`src/rtl/uvrb_pkg.sv`:
```
// Function
// - decode vendor space 30h to 3Fh only
// - serve immediate reads and writes in range
// - boost bits 6:5 select HS amplitude
// - headset audio on only at 1010
// - conversion register read 36-38, write/set/clear
// - result bits 2:0 encode ID resistance
// - done bit 3 set after 282us conversion
// - vendor result read clears done
// - carkit status read leaves done alone
// - result and done mirrored to carkit
// - start bit rising begins measurement
// - start bit self-clears at completion
// - enabled done raises alt_int
// - interrupt enable is OR of both
// - event latch on enabled done rise, read clears
`default_nettype none

package uvrb_pkg;
  localparam logic [5:0] UVRB_VEND_LO    = 6'h30;
  localparam logic [5:0] UVRB_VEND_HI    = 6'h3f;
  localparam logic [5:0] UVRB_ADDR_BOOST = 6'h31;
  localparam logic [5:0] UVRB_ADDR_AUDIO = 6'h33;
  localparam logic [5:0] UVRB_ADDR_CONV  = 6'h36;
  localparam logic [5:0] UVRB_ADDR_CSET  = 6'h37;
  localparam logic [5:0] UVRB_ADDR_CCLR  = 6'h38;

  // writable bit masks
  localparam logic [7:0] UVRB_BOOST_MASK = 8'h60;
  localparam logic [7:0] UVRB_AUDIO_MASK = 8'h0f;
  localparam logic [7:0] UVRB_CONV_MASK  = 8'h77;

  localparam int         UVRB_BOOST_LSB  = 5;
  localparam int         UVRB_CODE_LSB   = 0;
  localparam int         UVRB_DONE_BIT   = 3;
  localparam int         UVRB_START_BIT  = 4;
  localparam int         UVRB_IRQEN_BIT  = 6;
  localparam logic [3:0] UVRB_AUDIO_KEY  = 4'ha;
  localparam logic [7:0] UVRB_RESET_VAL  = 8'h00;

  // result codes
  localparam logic [2:0] UVRB_RID_0R     = 3'h0;
  localparam logic [2:0] UVRB_RID_75R    = 3'h1;
  localparam logic [2:0] UVRB_RID_100K   = 3'h2;
  localparam logic [2:0] UVRB_RID_200K   = 3'h3;
  localparam logic [2:0] UVRB_RID_440K   = 3'h4;
  localparam logic [2:0] UVRB_RID_FLOAT  = 3'h5;
  localparam logic [2:0] UVRB_RID_ERROR  = 3'h7;

  localparam int UVRB_CLK_PERIOD_NS = 20;
  localparam int UVRB_CONV_TIME_NS  = 282000;
  localparam int UVRB_CONV_CYCLES   = UVRB_CONV_TIME_NS / UVRB_CLK_PERIOD_NS;

  typedef enum logic [1:0] {
    UVRB_OP_WRITE = 2'b00,
    UVRB_OP_SET   = 2'b01,
    UVRB_OP_CLEAR = 2'b10
  } uvrb_op_e;
endpackage : uvrb_pkg

`default_nettype wire

```
`src/rtl/uvrb_conv_timer.sv`:
```
`default_nettype none

module uvrb_conv_timer #(
  parameter int CYCLES = 14100
) (
  input  wire logic clock,
  input  wire logic sys_rst,
  input  wire logic ce,
  input  wire logic start,
  input  wire logic abort,
  output logic      busy,
  output logic      finish
);
  localparam int CW = $clog2(CYCLES + 1);
  localparam logic [CW-1:0] LAST = CW'(CYCLES - 1);

  logic [CW-1:0] count;

  always_ff @(posedge clock or posedge sys_rst) begin
    if (sys_rst) begin
      count  <= '0;
      busy   <= 1'b0;
      finish <= 1'b0;
    end else if (ce) begin
      finish <= 1'b0;
      if (start) begin
        count <= '0;
        busy  <= 1'b1;
      end else if (abort) begin
        busy <= 1'b0;
      end else if (busy) begin
        if (count == LAST) begin
          busy   <= 1'b0;
          finish <= 1'b1;
        end else begin
          count <= count + CW'(1);
        end
      end
    end
  end
endmodule // uvrb_conv_timer

`default_nettype wire

```
`src/rtl/uvrb_top.sv`:
```
`default_nettype none

module uvrb_top
  import uvrb_pkg::*;
#(
  parameter int CONV_CYCLES = uvrb_pkg::UVRB_CONV_CYCLES
) (
  input  wire logic       clock,
  input  wire logic       sys_rst,
  input  wire logic       ce,
  input  wire logic [5:0] reg_addr,
  input  wire logic [7:0] reg_wdata,
  input  wire logic       reg_wr,
  input  wire logic       reg_rd,
  output logic      [7:0] reg_rdata,
  output logic            reg_rvalid,
  input  wire logic [2:0] id_adc_code,
  input  wire logic       carkit_irq_enable,
  input  wire logic       carkit_status_rd,
  input  wire logic       carkit_latch_rd,
  output logic      [1:0] hs_boost,
  output logic            headset_audio_en,
  output logic            id_conv_measure,
  output logic      [2:0] id_resistance_code,
  output logic            id_conv_done,
  output logic            id_conv_event_latch,
  output logic            alt_int
);
  import uvrb_pkg::*;

  logic [7:0] boost_reg;
  logic [7:0] audio_reg;
  logic [7:0] conv_reg;
  logic       done_q;
  logic [7:0] next_conv;
  logic [7:0] conv_view;
  logic       in_vendor;
  logic       conv_addr;
  logic       conv_wr;
  logic       start_rise;
  logic       start_fall;
  logic       conv_busy;
  logic       conv_finish;
  logic       irq_en;
  logic       done_rise;

  function automatic logic [7:0] apply_op(input uvrb_op_e op, input logic [7:0] old,
                                          input logic [7:0] wd, input logic [7:0] mask);
    logic [7:0] val;
    val = old;
    case (op)
      UVRB_OP_WRITE: val = wd;
      UVRB_OP_SET:   val = old | wd;
      UVRB_OP_CLEAR: val = old & ~wd;
      default:       val = old;
    endcase
    apply_op = (old & ~mask) | (val & mask);
  endfunction

  function automatic logic [2:0] rid_code(input logic [2:0] raw);
    case (raw)
      UVRB_RID_0R:    rid_code = UVRB_RID_0R;
      UVRB_RID_75R:   rid_code = UVRB_RID_75R;
      UVRB_RID_100K:  rid_code = UVRB_RID_100K;
      UVRB_RID_200K:  rid_code = UVRB_RID_200K;
      UVRB_RID_440K:  rid_code = UVRB_RID_440K;
      UVRB_RID_FLOAT: rid_code = UVRB_RID_FLOAT;
      // unlisted code has no meaning, so report it as error
      default:        rid_code = UVRB_RID_ERROR;
    endcase
  endfunction

  assign in_vendor = (reg_addr >= UVRB_VEND_LO) && (reg_addr <= UVRB_VEND_HI);
  assign conv_addr = (reg_addr == UVRB_ADDR_CONV) || (reg_addr == UVRB_ADDR_CSET) ||
                     (reg_addr == UVRB_ADDR_CCLR);
  assign conv_wr   = reg_wr && conv_addr;

  always_comb begin
    next_conv = conv_reg;
    if (conv_wr) begin
      case (reg_addr)
        UVRB_ADDR_CSET: next_conv = apply_op(UVRB_OP_SET, conv_reg, reg_wdata, UVRB_CONV_MASK);
        UVRB_ADDR_CCLR: next_conv = apply_op(UVRB_OP_CLEAR, conv_reg, reg_wdata, UVRB_CONV_MASK);
        default:        next_conv = apply_op(UVRB_OP_WRITE, conv_reg, reg_wdata, UVRB_CONV_MASK);
      endcase
    end
  end

  assign start_rise = conv_wr && next_conv[UVRB_START_BIT] && !conv_reg[UVRB_START_BIT];
  // clearing start by software abandons the measurement
  assign start_fall = conv_wr && !next_conv[UVRB_START_BIT] && conv_reg[UVRB_START_BIT];

  uvrb_conv_timer #(
    .CYCLES (CONV_CYCLES)
  ) u_timer (
    .clock   (clock),
    .sys_rst (sys_rst),
    .ce      (ce),
    .start   (start_rise),
    .abort   (start_fall),
    .busy    (conv_busy),
    .finish  (conv_finish)
  );

  // conversion register; hardware completion outranks software, except a start rise in the same cycle
  always_ff @(posedge clock or posedge sys_rst) begin
    if (sys_rst) begin
      conv_reg <= UVRB_RESET_VAL;
    end else if (ce) begin
      conv_reg <= next_conv;
      if (conv_finish && !start_rise) begin
        conv_reg[UVRB_CODE_LSB +: 3] <= rid_code(id_adc_code);
        conv_reg[UVRB_START_BIT]     <= 1'b0;
      end
    end
  end

  // done flag: set wins over read-clear
  always_ff @(posedge clock or posedge sys_rst) begin
    if (sys_rst) begin
      done_q <= 1'b0;
    end else if (ce) begin
      if (conv_finish && !start_rise) begin
        done_q <= 1'b1;
      end else if (reg_rd && conv_addr) begin
        done_q <= 1'b0;
      end
    end
  end

  always_ff @(posedge clock or posedge sys_rst) begin
    if (sys_rst) begin
      boost_reg <= UVRB_RESET_VAL;
      audio_reg <= UVRB_RESET_VAL;
    end else if (ce && reg_wr) begin
      if (reg_addr == UVRB_ADDR_BOOST) begin
        boost_reg <= apply_op(UVRB_OP_WRITE, boost_reg, reg_wdata, UVRB_BOOST_MASK);
      end
      if (reg_addr == UVRB_ADDR_AUDIO) begin
        audio_reg <= apply_op(UVRB_OP_WRITE, audio_reg, reg_wdata, UVRB_AUDIO_MASK);
      end
    end
  end

  assign conv_view = {1'b0, conv_reg[6:4], done_q, conv_reg[2:0]};

  always_ff @(posedge clock or posedge sys_rst) begin
    if (sys_rst) begin
      reg_rdata  <= 8'h00;
      reg_rvalid <= 1'b0;
    end else if (ce) begin
      reg_rvalid <= reg_rd && in_vendor;
      if (reg_rd && in_vendor) begin
        if (reg_addr == UVRB_ADDR_BOOST) begin
          reg_rdata <= boost_reg & UVRB_BOOST_MASK;
        end else if (reg_addr == UVRB_ADDR_AUDIO) begin
          reg_rdata <= audio_reg & UVRB_AUDIO_MASK;
        end else if (conv_addr) begin
          reg_rdata <= conv_view;
        end else begin
          reg_rdata <= 8'h00;
        end
      end
    end
  end

  assign irq_en    = conv_reg[UVRB_IRQEN_BIT] || carkit_irq_enable;
  // id_conv_done doubles as last cycle's done
  assign done_rise = done_q && !id_conv_done;

  // pin outputs; carkit status reads have no side effect here
  always_ff @(posedge clock or posedge sys_rst) begin
    if (sys_rst) begin
      hs_boost           <= 2'b00;
      headset_audio_en   <= 1'b0;
      id_conv_measure    <= 1'b0;
      id_resistance_code <= 3'h0;
      id_conv_done       <= 1'b0;
      alt_int            <= 1'b0;
    end else if (ce) begin
      hs_boost           <= boost_reg[UVRB_BOOST_LSB +: 2];
      headset_audio_en   <= (audio_reg[3:0] == UVRB_AUDIO_KEY);
      id_conv_measure    <= conv_busy;
      id_resistance_code <= conv_reg[UVRB_CODE_LSB +: 3];
      id_conv_done       <= done_q;
      alt_int            <= done_rise && irq_en;
    end
  end

  always_ff @(posedge clock or posedge sys_rst) begin
    if (sys_rst) begin
      id_conv_event_latch <= 1'b0;
    end else if (ce) begin
      if (done_rise && irq_en) begin
        id_conv_event_latch <= 1'b1;
      end else if (carkit_latch_rd) begin
        id_conv_event_latch <= 1'b0;
      end
    end
  end
endmodule // uvrb_top

`default_nettype wire

```
`config.mk`:
```
export PLATFORM = sky130hd
export DESIGN_NAME = uvrb_top
export DESIGN_NICKNAME = d
export VERILOG_FILES = /design/src/rtl/uvrb_pkg.sv /design/src/rtl/uvrb_conv_timer.sv /design/src/rtl/uvrb_top.sv
export SDC_FILE = /design/constraint.sdc
export NUM_CORES = 1
export LEC_CHECK = 0
export ABC_AREA = 1
export BUFFER_PORTS_ARGS = -buffer_cell sky130_fd_sc_hd__buf_4
export CORE_MARGIN = 1
export CORE_UTILIZATION = 45
export CTS_BUF_LIST = sky130_fd_sc_hd__clkbuf_8 sky130_fd_sc_hd__clkbuf_16
export DETAILED_ROUTE_END_ITERATION = 12
export PLACE_DENSITY = 0.7
export SETUP_SLACK_MARGIN = 0.1
export SYNTH_ARGS = -nofsm -noshare
export SYNTH_HDL_FRONTEND = slang
export SYNTH_HIERARCHICAL = 1
export SYNTH_SLANG_ARGS = --single-unit
export TNS_END_PERCENT = 1
```
`constraint.sdc`:
```
create_clock -name clock -period 1.3 [get_ports clock]
set_clock_uncertainty 0.05 [all_clocks]
set_input_delay 0.26 -clock clock [delete_from_list [all_inputs] [get_ports clock]]
set_output_delay 0.26 -clock clock [all_outputs]
set_load 0.01 [all_outputs]
```
==> results.tsv <==
stage	metric	value	unit
outcome	status	finished with violations	
outcome	failing checks	negative setup slack	
route	DRC	0	
finish	ANT cells	0	
floorplanning	Die ar.	6194	µm²
floorplanning	Core Area	5574	µm²
global_route	vias in the first global route	2559	
synth	cell area after synthesis	2648	µm²
cts	H-tree depth reported by CTS	2	
placement	HPWL after detailed placement	4795	µm
setup_path	Worst Setup End Kind	flip-flop	
pwr	static leakage power	1.941	nW
cts	CTS buffer count	5	
run	Max-Cap Viols	0	
setup_path	Crit. Startpoint	reg_addr[2]	
finish	commonest cells after routing, fill and taps aside	nand2_1 (118), buf_4 (85), dfrtp_1 (47)	
setup_path	Worst Setup Start Kind	primary input	
route	1st-iter DRT viols	122	
finish	layout cells sized above 1	32.82	%
route	Total Wirelength	6594	µm
worst_hold_path	Worst Hold Launch	reg_wdata[3]	
sta	final worst slack	-0.1804	ns
pwr	Clk pwr share	35.8	%
finish	Design Area, Final	3687	µm²
route	via count	2655	
placement	IO buf count	40	
placement	dpl cell area	3311	µm²
sta	Hold Fails Final Rpt	0	
setup_path	worst path arrival time	1.63	ns
finish	area delta synth->final	39.27	%
worst_hold_path	HP Class	in2reg	
route	Vias/cell	5.076	
synth	Gate Count Post-Synth	359	
sta	final worst path period share	113.9	%
finish	nets@finish	476	
placement	post-placement cell count	502	
pwr	Flop pwr share	45.1	%
floorplanning	num rows	27	
pwr	Total Power	3.645	mW
setup_path	WS Path Type	in2reg	
finish	Fill cells	447	
global_route	GRT Total Usage	23.87	%
placement	RePlAce Congestion	0.8321	
sta	RSZ-0062 raised after global routing	true	
sta	endpoints failing setup	33	
cts	Clock transition at path regs	0.09	ns
finish	commonest non-fill, non-tap cell in the layout	nand2_1	
pwr	worst vdd ir	546.4	µV
route	drt wl/cell	12.61	µm
cts	clock latency on the worst-skew pair	0.30	ns
cts	TritonCTS sink count	47	
floorplanning	Ports	44	
pwr	NetSw	960.6	µW
setup_path	Worst Path Max Fanout	6	
sta	max-slew violations	0	
global_route	GRT Residual Overflow	0	
cts	CTS tree	built	
synth	Syn Nets	385	
sta	setup TNS	-3.512	ns
cts	CTS max path bufs	2	
synth	count of different cell masters after synthesis	33	
pwr	Sw Share	26.35	%
sta	minimum clock period	1.480	ns
synth	Seq cells post-synth	47	
sta	Worst Hold Slack	0.1617	ns
route	remaining antenna violation count	0	
finish	Non-Filler Instances	523	
setup_path	r2r startpoint	conv_reg[4]	
finish	max reg flops	14	
setup_path	data required time of the worst path	1.45	ns
floorplanning	Die X	78.71	µm
global_route	antenna violations before repair	0	
route	DRT Pass-1 Iters	4	
pwr	P_int	2.685	mW
synth	Seq/Total Area, Yosys	44.42	%
global_route	first-pass GRT wire length	11600	µm
pwr	Power Density	988.6	nW/µm²
floorplanning	Initial Util	47.50	%
finish	post-layout util	66.15	%
placement	DP Worst Slack	-0.6041	ns
sta	FMAX	675.5	MHz
synth	Avg Inst Size Synth	7.375	µm²
synth	Ys Warns	6	
pwr	Logic pwr share	19.1	%
floorplanning	Die Y-Extent	78.71	µm
cts	Root Buffer	clkbuf_8	
global_route	largest net degree at the start of global routing	32	
-- per-layer routing --
metal | global-route usage [%] | routed length, µm | share of wire, % | vias to the layer above
li1 | - | - | - | 1329
met1 | 33.88 | 3186 | 48 | 1242
met2 | 36.96 | 2977 | 45 | 75
met3 | 3.563 | 335 | 5.1 | 9
met4 | 8.704 | 95 | 1.4 | 0
met5 | 0 | 0 | 0 | -
-- synth_stat cells --
cell	instances	area share, %
nand3_4	2	1.3
nor2_4	2	0.85
o2111ai_1	1	0.33
inv_2	4	0.57
nor3_2	1	0.38
o21bai_1	1	0.28
nor2_2	5	1.2
o21ai_0	8	1.5
inv_1	40	5.7
nand3_1	40	7.6
buf_2	4	0.76
nor3_1	2	0.38
buf_4	1	0.28
o22ai_1	2	0.47
nor2_1	24	3.4
buf_1	1	0.14
nand2_2	5	1.2
nand2_4	4	1.7
clkinv_1	1	0.14
nand2_1	125	18
buf_8	1	0.57
clkbuf_1	1	0.14
a21oi_1	8	1.5
conb_1	1	0.14
ha_1	1	0.47
o211ai_1	3	0.85
nand3_2	1	0.38
nand4_1	5	1.2
dfrtp_1	47	44
o21ai_1	9	1.7
xor2_1	5	1.7
a22oi_1	3	0.85
a21o_1	1	0.28
-- final cells by class --
cell class | instances | area, µm² | area share, %
inverter | 45 | 178.9 | 4.852
tap | 72 | 90.09 | 2.443
timing repair buffer | 91 | 716.9 | 19.44
clock buffer | 5 | 68.82 | 1.866
sequential | 47 | 1176 | 31.90
clock inverter | 3 | 71.32 | 1.934
multi-input combinational | 260 | 1385 | 37.56
-- path summary, 6_finish.rpt --
| check | endpoint | slack [ns] | cells past startpoint |
|---|---|---|---|
| worst max-delay path | u_timer/count[5] | -0.18 | 16 |
| worst min-delay path | audio_reg[3] | 0.16 | 3 |
| worst max register to register | u_timer/count[5] | -0.16 | 12 |
| worst min register to register | hs_boost[0] | 0.43 | 2 |
| max in group asynchronous | reg_rdata[1] | 0.37 | 4 |
| min in group asynchronous | u_timer/count[2] | 0.48 | 4 |
-- power groups by stage --
| stage | logic [mW] | registers, mW | clock network (mW) |
|---|---|---|---|
| final | 0.697 | 1.64 | 1.31 |
| after global routing | 0.776 | 1.65 | 1.39 |
| after CTS | 0.679 | 1.64 | 1.34 |
| after detailed placement | 0.583 | 1.67 | 0 |
| after global placement | 0.568 | 1.67 | 0 |
| after floorplan | 0.285 | 1.68 | 0 |
-- logic make-up (layout without fill, tap and decap cells) --
kind of cell | after synthesis | count (layout) | share of synthesized area, %
and+or+nand+nor | 216 | 217 | 37.24
buffers and inverters | 53 | 144 | 8.270
DFF | 47 | 47 | 44.42
AOI/OAI and AO/OA | 36 | 36 | 7.798
xor gates and xnor gates | 5 | 5 | 1.654
adders and majority gates | 1 | 1 | 0.4725
other | 1 | 1 | 0.1416
-- repair_timing --
item	CTS	global route
hold buffers	1	0
cloned	1	0
hold endpoints to repair	28	0
setup endpoints to repair	21	36
setup buffers	10	1
pin swaps	18	4
resized for setup	28	8
-- worst max-delay path: stages --
cell and delay (ns):
buf_4 0.13, nor2_4 0.09, nand3_4 0.12, nand2_4 0.09, nand2_4 0.07, nor2_4 0.09, nand2_2 0.06, nand2_2 0.07
nor3_2 0.04, inv_1 0.06, nand3_2 0.08, inv_4 0.10, nand2_8 0.09, buf_4 0.15, nand3_1 0.06, nand2_1 0.06
Note: power is estimated with default switching activity, not from simulation.
